[config.mk]
export PLATFORM = sky130hd
export DESIGN_NAME = lmc_mode_ctrl
export DESIGN_NICKNAME = d
export VERILOG_FILES = /design/src/lmc_pkg.sv /design/src/lmc_mode_ctrl.sv
export SDC_FILE = /design/constraint.sdc
export NUM_CORES = 1
export LEC_CHECK = 0
export ABC_AREA = 0
export BUFFER_PORTS_ARGS = -buffer_cell sky130_fd_sc_hd__buf_4
export CAP_MARGIN = 30
export CELL_PAD_IN_SITES_DETAIL_PLACEMENT = 0
export CELL_PAD_IN_SITES_GLOBAL_PLACEMENT = 1
export CORE_ASPECT_RATIO = 1.75
export CORE_MARGIN = 2
export CORE_UTILIZATION = 43
export CTS_CLUSTER_DIAMETER = 120
export CTS_CLUSTER_SIZE = 40
export DETAILED_ROUTE_END_ITERATION = 12
export PLACE_DENSITY = 0.82
export REMOVE_ABC_BUFFERS = 1
export SLEW_MARGIN = 30
export SYNTH_ARGS = -nofsm -noshare
export SYNTH_HDL_FRONTEND = slang
export SYNTH_SLANG_ARGS = --single-unit
[constraint.sdc]
create_clock -name mclk -period 2.4 [get_ports mclk]
set_clock_uncertainty 0.1 [all_clocks]
set_input_delay 0.24 -clock mclk [delete_from_list [all_inputs] [get_ports mclk]]
set_output_delay 0.24 -clock mclk [all_outputs]
set_load 0.01 [all_outputs]
[src/lmc_pkg.sv]
// package: state encoding, pin bundles and timing constants for the lin mode controller
package lmc_pkg;

  localparam int unsigned CLK_MHZ          = 200;
  // activity debounce, minimum time, in ns
  localparam int unsigned ACT_DEBOUNCE_NS  = 30000;
  localparam int unsigned ACT_DEBOUNCE_CYC = (ACT_DEBOUNCE_NS * CLK_MHZ + 999) / 1000;
  // transmit dominant timeout, in ms
  localparam int unsigned TXD_TIMEOUT_MS   = 10;
  localparam int unsigned TXD_TIMEOUT_CYC  = TXD_TIMEOUT_MS * CLK_MHZ * 1000;
  // bus dominant timeout, in ms
  localparam int unsigned BUS_TIMEOUT_MS   = 25;
  localparam int unsigned BUS_TIMEOUT_CYC  = BUS_TIMEOUT_MS * CLK_MHZ * 1000;
  // fault report delay after a transmit falling edge, in ns
  localparam int unsigned FAULT_VALID_NS   = 25000;
  localparam int unsigned FAULT_VALID_CYC  = (FAULT_VALID_NS * CLK_MHZ + 999) / 1000;

  typedef enum logic [2:0] {
    ST_POR,
    ST_READY,
    ST_OPER,
    ST_PDOWN,
    ST_TXOFF
  } lmc_state_t;

  // enables derived from the mode
  typedef struct packed {
    logic tx_en;
    logic rx_en;
    logic reg_en;
  } lmc_en_t;

  // synchronised pin levels
  typedef struct packed {
    logic cs;
    logic txd;
    logic wake;
    logic bus;
    logic ftx;
    logic therm;
    logic trec;
    logic sup_ok;
  } lmc_pins_t;

  // pin levels the synchronisers hold in reset: select low, every other wire at rest
  localparam lmc_pins_t PINS_IDLE = '{cs: 1'b0, txd: 1'b1, wake: 1'b1, bus: 1'b1, ftx: 1'b1,
                                      therm: 1'b0, trec: 1'b0, sup_ok: 1'b0};

  function automatic lmc_en_t lmc_mode_en(input lmc_state_t s);
    lmc_en_t e;
    e = '0;
    unique case (s)
      ST_POR:   e = '0;
      ST_READY: e = '{tx_en: 1'b0, rx_en: 1'b1, reg_en: 1'b1};
      ST_OPER:  e = '{tx_en: 1'b1, rx_en: 1'b1, reg_en: 1'b1};
      ST_PDOWN: e = '{tx_en: 1'b0, rx_en: 1'b0, reg_en: 1'b0};
      ST_TXOFF: e = '{tx_en: 1'b0, rx_en: 1'b1, reg_en: 1'b1};
    endcase
    return e;
  endfunction

endpackage

[src/lmc_mode_ctrl.sv]
// mode controller of a single-wire lin transceiver
////////////////////////////////////////////////////////////////////////////////
module lmc_mode_ctrl
  import lmc_pkg::*;
#(
  parameter int unsigned ACT_CYC   = ACT_DEBOUNCE_CYC,
  parameter int unsigned TXD_CYC   = TXD_TIMEOUT_CYC,
  parameter int unsigned BUS_CYC   = BUS_TIMEOUT_CYC,
  parameter int unsigned FVAL_CYC  = FAULT_VALID_CYC
) (
  // clock and reset
  input  wire logic mclk,
  input  wire logic rst,
  // host side pins (asynchronous)
  input  wire logic chip_select_in,
  input  wire logic tx_data_in,
  input  wire logic wake_in,
  output logic      rx_data_out,
  // fault / transmit-enable open-drain pin
  input  wire logic fault_txen_in,
  output logic      fault_txen_out,
  output logic      fault_txen_oe,
  // lin bus open-drain pin
  input  wire logic bus_line_in,
  output logic      bus_line_out,
  output logic      bus_line_oe,
  // analog monitors (asynchronous)
  input  wire logic thermal_overload,
  input  wire logic temp_recovered,
  input  wire logic supply_stable,
  // mode outputs
  output logic      tx_enable,
  output logic      rx_enable,
  output logic      regulator_enable,
  output logic [2:0] mode_state
);

  localparam int CW = 32;

  // a zero count would make a timer fire at once
  if (ACT_CYC < 1 || TXD_CYC < 2 || BUS_CYC < 2 || FVAL_CYC < 1) begin : g_bad_timing
    $error("lmc_mode_ctrl: timing counts too small");
  end

  ////////////////////////////////////////////////////////////////////////////
  // two-flop synchronisers; stage one is read only by stage two
  lmc_pins_t raw, s1_q, sy_q, sy_prev_q;
  assign raw = '{cs: chip_select_in, txd: tx_data_in, wake: wake_in, bus: bus_line_in,
                 ftx: fault_txen_in, therm: thermal_overload, trec: temp_recovered,
                 sup_ok: supply_stable};

  always_ff @(posedge mclk) begin
    if (rst) begin
      // idle levels, so that no false edge follows reset
      s1_q      <= PINS_IDLE;
      sy_q      <= PINS_IDLE;
      sy_prev_q <= PINS_IDLE;
    end else begin
      s1_q      <= raw;
      sy_q      <= s1_q;
      sy_prev_q <= sy_q;
    end
  end

  logic cs_rise, cs_fall, wake_fall, txd_rise, txd_fall;
  assign cs_rise   = sy_q.cs & ~sy_prev_q.cs;
  assign cs_fall   = ~sy_q.cs & sy_prev_q.cs;
  assign wake_fall = ~sy_q.wake & sy_prev_q.wake;
  assign txd_rise  = sy_q.txd & ~sy_prev_q.txd;
  assign txd_fall  = ~sy_q.txd & sy_prev_q.txd;

  ////////////////////////////////////////////////////////////////////////////
  // timers
  logic [CW-1:0] act_cnt_q, txd_cnt_q, bus_cnt_q, fval_cnt_q;
  logic          bus_active, txd_expired, bus_expired, fval_ok;

  assign bus_active  = act_cnt_q >= CW'(ACT_CYC);
  assign txd_expired = txd_cnt_q >= CW'(TXD_CYC);
  assign bus_expired = bus_cnt_q >= CW'(BUS_CYC);
  assign fval_ok     = fval_cnt_q >= CW'(FVAL_CYC);

  always_ff @(posedge mclk) begin
    if (rst || sy_q.bus)
      act_cnt_q <= '0;
    else if (!bus_active)
      act_cnt_q <= act_cnt_q + CW'(1);
  end

  // transmit timeout counts only while the host drives dominant; latched until rising edge
  logic txd_to_q;
  always_ff @(posedge mclk) begin
    if (rst || sy_q.txd)
      txd_cnt_q <= '0;
    else if (!txd_expired)
      txd_cnt_q <= txd_cnt_q + CW'(1);
  end
  always_ff @(posedge mclk) begin
    if (rst || txd_rise)
      txd_to_q <= 1'b0;
    else if (txd_expired)
      txd_to_q <= 1'b1;
  end

  always_ff @(posedge mclk) begin
    if (rst || sy_q.bus)
      bus_cnt_q <= '0;
    else if (!bus_expired)
      bus_cnt_q <= bus_cnt_q + CW'(1);
  end

  always_ff @(posedge mclk) begin
    if (rst || txd_fall || sy_q.txd)
      fval_cnt_q <= '0;
    else if (!fval_ok)
      fval_cnt_q <= fval_cnt_q + CW'(1);
  end

  ////////////////////////////////////////////////////////////////////////////
  // faults
  logic therm_q, contention, short_vbb, any_fault;
  always_ff @(posedge mclk) begin
    if (rst)
      therm_q <= 1'b0;
    else if (sy_q.therm)
      therm_q <= 1'b1;  // set wins over recovery
    else if (sy_q.trec)
      therm_q <= 1'b0;
  end

  // we send recessive but the bus stays dominant for the whole bus timeout
  assign contention = sy_q.txd & ~sy_q.bus & bus_expired;
  // we drive dominant yet the bus reads recessive once the report delay is over
  assign short_vbb  = tx_enable & ~sy_q.txd & sy_q.bus & fval_ok;
  assign any_fault  = therm_q | contention | short_vbb | txd_to_q | bus_expired;

  // host override: pin low while this side is not pulling it
  logic ext_off;
  assign ext_off = ~sy_q.ftx & ~fault_txen_oe;

  ////////////////////////////////////////////////////////////////////////////
  // mode state machine
  lmc_state_t state_q, state_d;
  logic       wake_pend_q;

  always_comb begin
    state_d = state_q;
    unique case (state_q)
      ST_POR: begin
        if (sy_q.sup_ok)
          state_d = sy_q.cs ? ST_OPER : ST_READY;
      end
      ST_READY: begin
        if (wake_pend_q && sy_q.cs && sy_q.sup_ok)
          state_d = ST_OPER;
        else if (cs_rise)
          state_d = sy_q.txd ? ST_OPER : ST_TXOFF;
      end
      ST_OPER: begin
        if (cs_fall)
          state_d = ST_PDOWN;
        else if (any_fault || ext_off)
          state_d = ST_TXOFF;
      end
      ST_PDOWN: begin
        if (bus_active || sy_q.cs || wake_fall)
          state_d = ST_READY;
      end
      ST_TXOFF: begin
        if (cs_fall)
          state_d = ST_PDOWN;
        else if (!any_fault && sy_q.ftx && sy_q.txd && sy_q.cs)
          state_d = ST_OPER;
      end
    endcase
  end

  always_ff @(posedge mclk) begin
    if (rst)
      state_q <= ST_POR;
    else
      state_q <= state_d;
  end

  // marks a ready stay that began by waking from power-down
  always_ff @(posedge mclk) begin
    if (rst)
      wake_pend_q <= 1'b0;
    else if (state_q == ST_PDOWN && state_d == ST_READY)
      wake_pend_q <= 1'b1;
    else if (state_q != ST_READY || !sy_q.cs)
      wake_pend_q <= 1'b0;
  end

  ////////////////////////////////////////////////////////////////////////////
  // registered outputs
  lmc_en_t en_d;
  logic    txd_int;
  assign en_d    = lmc_mode_en(state_d);
  // a disabled transmitter sees recessive data whatever the pin says
  assign txd_int = (en_d.tx_en && sy_q.ftx) ? sy_q.txd : 1'b1;

  always_ff @(posedge mclk) begin
    if (rst) begin
      tx_enable        <= 1'b0;
      rx_enable        <= 1'b0;
      regulator_enable <= 1'b0;
      mode_state       <= 3'h0;
      bus_line_out     <= 1'b0;
      bus_line_oe      <= 1'b0;
      fault_txen_out   <= 1'b0;
      fault_txen_oe    <= 1'b0;
      rx_data_out      <= 1'b1;
    end else begin
      tx_enable        <= en_d.tx_en;
      rx_enable        <= en_d.rx_en;
      regulator_enable <= en_d.reg_en;
      mode_state       <= 3'(state_d);
      bus_line_out     <= 1'b0;
      bus_line_oe      <= ~txd_int;
      fault_txen_out   <= 1'b0;
      fault_txen_oe    <= therm_q | contention | short_vbb;
      rx_data_out      <= sy_q.bus;
    end
  end
endmodule

[Word-level counts from Yosys, hierarchy flattened]
Cells that the tools add are included.
W data, S select, Z words.
Word-level totals
  memories kept: 0
  register bits after elaboration: 159
  memory bits (read-only): 0
  bits in latches: 0
  RAM bits: 0
Operators by class
  add/subtract/negate cells: 4
  reduce and logical (&&, ||, !) cells: 24
  equal/unequal tests: 9
  order comparisons: 4
  shift operators: 0
  div/mod/pow operators: 0
  bitwise gates (word level): 24
  mux-type cells: 17
  $mul: 0
Operators with widths (count)
  $add A32 B1 Y32 const B: 4
  $ge A32 B13 Y1 const B: 2
  $ge A32 B21 Y1 const B: 1
  $ge A32 B23 Y1 const B: 1
  $mux W3: 9
  $pmux W3 S5: 1
  $eq A3 B2 Y1 const B: 4
  $and A1 B1 Y1: 11
  $logic_or A1 B1 Y1: 9
  $not A1 Y1: 9
  $pmux W3 S3: 1
  $logic_and A1 B1 Y1: 7
  $eq A3 B1 Y1 const B: 2
  $eq A3 B3 Y1 const B: 2
  $logic_not A3 Y1: 2
  $mux W1: 5
  $or A1 B1 Y1: 4
  $reduce_bool A2 Y1: 2
  $reduce_or A2 Y1: 2
  $ne A3 B1 Y1 const B: 1
  $logic_not A1 Y1: 2
  $mux W2: 1

[Logic depth before layout (Yosys ltp)]
  depth in word-level cells: 20
  gate-level depth with buffers: 8

[Least setup slack after synthesis]
No wires, ideal clock.
  path type: reg2reg
  from: register fval_cnt_q[3]
  to: register fval_cnt_q[5]
  stages on the path, launching flop included: 8
  arrival time: 2.071 ns
  library setup time: 0.128 ns
  slack: 0.102 ns
  clock period less this slack: 2.298 ns
  cells stage by stage: dfxtp_1 or4_1 a211o_1 a211oi_4 and3_1 nand3_1 xor2_1 nor2_1
Between the ends
  cells in the longest elaborated chain, start to end: 1
  elaborated cells on any way between the ends: 2
Ends and longest elaborated chain
  from (decl): RTL line lmc_mode_ctrl.sv:74  | logic [CW-1:0] act_cnt_q, txd_cnt_q, bus_cnt_q, fval_cnt_q;
  from (signal assigned): RTL line lmc_mode_ctrl.sv:115  | fval_cnt_q <= fval_cnt_q + CW'(1);
  $add A32 B1 Y32 or $ge A32 B13 Y1 (tied branches): RTL line lmc_mode_ctrl.sv:115, lmc_mode_ctrl.sv:80
Several ways; a longest one is shown, not always the timed one.
A chain may end at the register's enable or synchronous reset.

[Worst setup path after layout]
  from: register bus_cnt_q[8]
  to: register rx_enable
Between the ends
  cells in the longest elaborated chain, start to end: 16
  elaborated cells on any way between the ends: 24
Ends and longest elaborated chain
  from (decl): RTL line lmc_mode_ctrl.sv:74
  from (signal assigned): RTL line lmc_mode_ctrl.sv:108  | bus_cnt_q <= bus_cnt_q + CW'(1);
  $ge A32 B23 Y1 *: RTL line lmc_mode_ctrl.sv:79  | assign bus_expired = bus_cnt_q >= CW'(BUS_CYC);
  $and A1 B1 Y1: RTL line lmc_mode_ctrl.sv:131  | assign contention = sy_q.txd & ~sy_q.bus & bus_expired;
  $or A1 B1 Y1 (3 in series): RTL line lmc_mode_ctrl.sv:134  | assign any_fault = therm_q | contention | short_vbb | txd_to_q | bus_expired;
  $or A1 B1 Y1 *: RTL line lmc_mode_ctrl.sv:134
  $logic_not A1 Y1: RTL line lmc_mode_ctrl.sv:171  | else if (!any_fault && sy_q.ftx && sy_q.txd && sy_q.cs)
  $logic_and A1 B1 Y1 (3 in series): RTL line lmc_mode_ctrl.sv:171
  $mux W3: RTL line lmc_mode_ctrl.sv:171
  $mux W3: RTL line lmc_mode_ctrl.sv:169  | if (cs_fall)
  $pmux W3 S5 *: RTL line lmc_mode_ctrl.sv:147  | unique case (state_q)
  $eq A3 B1 Y1, or another cell as far along: RTL line lmc_pkg.sv:52  | unique case (s)
  $reduce_or A2 Y1 (no source line)
  $pmux W3 S3 *: RTL line lmc_pkg.sv:52
  to (signal assigned): RTL line lmc_mode_ctrl.sv:215  | rx_enable <= en_d.rx_en;
  to (decl): RTL line lmc_mode_ctrl.sv:33  | output logic rx_enable,
Every way passes the cells marked *; elsewhere a longest branch is shown, timed or not.

==> results.tsv <==
metric	value	unit
Antenna Nets Post-Route	0	
Crit Path Class	reg2reg	
leading area contributor after synthesis	dfxtp_1	
required time worst endpoint	2.64	ns
Core Rows	57	
Power Density	794.3	nW/um^2
max-cap violations	0	
initial antenna violation count	0	
async set-or-reset flop fraction in the synthesized netlist	0	%
Synth area leaders	dfxtp_1 (52%), nor2_1 (5.4%), and2_1 (4.5%), xor2_1 (4.4%), and3_1 (3.5%)	
Post-DP HPWL	7988	um
Post-synth EDFFs	0	
YS warnings	0	
share of the synthesized area in the top cell type	52.42	%
crit path capture type	flop	
core area	13840	sq um
crit path time final	2.277	ns
slowest CP cell	dfxtp_1	
routed vias	4523	
worst rel slew slack	59.14	%
Mean Syn Cell Area	9.213	sq um
Setup TNS Final	0	ns
#FFs+latches synth	158	
first-pass GRT wire length	20020	um
Remaining DRCs	0	
drt total wl	11690	um
most numerous cell in the Yosys netlist	dfxtp_1	
Die W	93.55	um
Place WS	0.05136	ns
hold crit path type	in2reg	
Starting Density	43.62	%
CTS tree	built	
CP top delay family	compound AO/OA/AOI/OAI gates	
Initial DRC Count	147	
Mapped Cells	655	
WHS	0.08175	ns
layout cells sized above 1	10.86	%
clk slew on worst S/H paths	0.07	ns
Post-synth top cells	dfxtp_1 (158), nor2_1 (87), nand2_1 (46), and2_1 (43), and3_1 (34)	
ys flop type	dfxtp_1	
Final Hold Fails	0	
final setup fails	0	
HP Start	rst	
clock sink count	158	
total grt overflow	0	
post-DR vias/cell	5.157	
crit-path max FO	5	
largest net degree at the start of global routing	37	
DRT Pass-1 Iters	4	
Worst VDD drop	0.0004277	V
Layout Nets	705	
fmax	439.3	MHz
average routed wire per standard cell	13.32	um
Worst-Margin Slew	0.6119	ns
die area	15030	sq um
Lkg Pwr	2.654	nW
status	completed	
Worst Path Buf+Inv	0	
CTS buffer count	17	
Worst path max stage delay	0.37	ns
antenna cell count	0	
Clock Latency Late Sink	0.42	ns
crit-path cells	nand2_1 -> o311a_1 -> a211o_1 -> a32oi_2 -> o22ai_2 -> or3_1 -> a31oi_1	
clk buf depth	2	
max-slew violations	0	
clock root cell	clkbuf_16	
final RePlAce weighted congestion	0.7749	
synthesized cell area	6035	sq um
final worst setup slack	0.1235	ns
H-Tree Depth	4	
CP Launch Type	flop	
Die Span Y	160.7	um
post-route core utilization	51.15	%
worst reg2reg startpoint	bus_cnt_q[8]$_SDFFE_PP0N_	
Area Growth Syn to Fin	17.27	%
# IOs	21	
Period Utilization, post-route	94.86	%
Synth cell types	52	
sequential-to-total area share from yosys stat	52.42	%
Port Buffers	18	
vias in the first global route	4533	
Worst Path Arrival	2.52	ns
Setup crit start	bus_cnt_q[8]$_SDFFE_PP0N_	
Total GRT Usage	16.45	%
Final Power	5.621	mW
## sequential cells by signal, summed over array words and instances (netlist names), 3 cells and up
signal	count
s1_q	8
bus_cnt_q	32
txd_cnt_q	32
mode_state	3
act_cnt_q	32
fval_cnt_q	32
sy_prev_q	3
sy_q	8
## metrics by stage
stage | cell area [sq um] | cells
2_1_floorplan | 5917 | 627
3_3_place_gp | 6349 | 832
3_5_place_dp | 6349 | 832
4_1_cts | 7012 | 872
5_1_grt | 7077 | 877
6_report | 7077 | 877
## final timing paths
path                                                 to  slack (ns)  cells after the start
worst min register to register       sy_q[5]$_SDFF_PP1_        0.31                      1
worst min-delay path            sy_prev_q[7]$_SDFF_PP0_        0.08                      2
worst max register to register     rx_enable$_SDFF_PP0_        0.12                      7
worst max-delay path               rx_enable$_SDFF_PP0_        0.12                      7
## power by group
group	leakage, nW	internal, mW	switching, mW
Sequential	1.28	2.66	0.0489
Clock	0.281	1.51	1.11
Combinational	1.10	0.131	0.162
## metal layers
| layer | vias to the layer above | global-route usage, % | part of all wire (%) |
|---|---|---|---|
| met1 | 2178 | 17.63 | 42 |
| met3 | 19 | 3.940 | 2.0 |
| met2 | 45 | 30.77 | 54 |
| li1 | 2281 | - | - |
| met5 | - | 0 | 0 |
| met4 | 0 | 5.731 | 1.7 |
## final cells by class
| cell class | instances | area (sq um) |
|---|---|---|
| Fill cell | 1307 | 6759 |
| Sequential cell | 158 | 3163 |
| Multi-Input combinational cell | 447 | 2699 |
| Clock buffer | 20 | 456.7 |
| Timing Repair Buffer | 41 | 327.8 |
| Tap cell | 177 | 221.5 |
| Clock inverter | 12 | 126.4 |
| Inverter | 22 | 82.58 |
## kinds of logic after synthesis
family	synth area share (%)
adders and majority gates	1.659
and+or+nand+nor	27.74
buffers and inverters	3.380
other	0.06214
xor gates and xnor gates	7.402
AOI/OAI and AO/OA	7.008
DFF	52.42
muxes	0.3318
## cells in the final DEF (no fill, tap or decap), drive strengths merged, types with 9 or more instances in the layout
master and instances:
or3 12, nand2 46, and2 43, nor2 87, xnor2 21, nor2b 9, clkbuf 20, or2 10
nor4 13, nor3 18, and3 34, xor2 30, nand3 13, inv 28, nand4 20, o21ai 15
buf 33, dfxtp 158, a21oi 20
## timing repair
action                                  CTS  global route
resized for setup                         0             5
hold buffers                              8             0
buffers inserted                          0             5
endpoints found under the setup margin    0            21
endpoints found under the hold margin     8             0
Note: power is estimated with default switching activity, not from simulation.
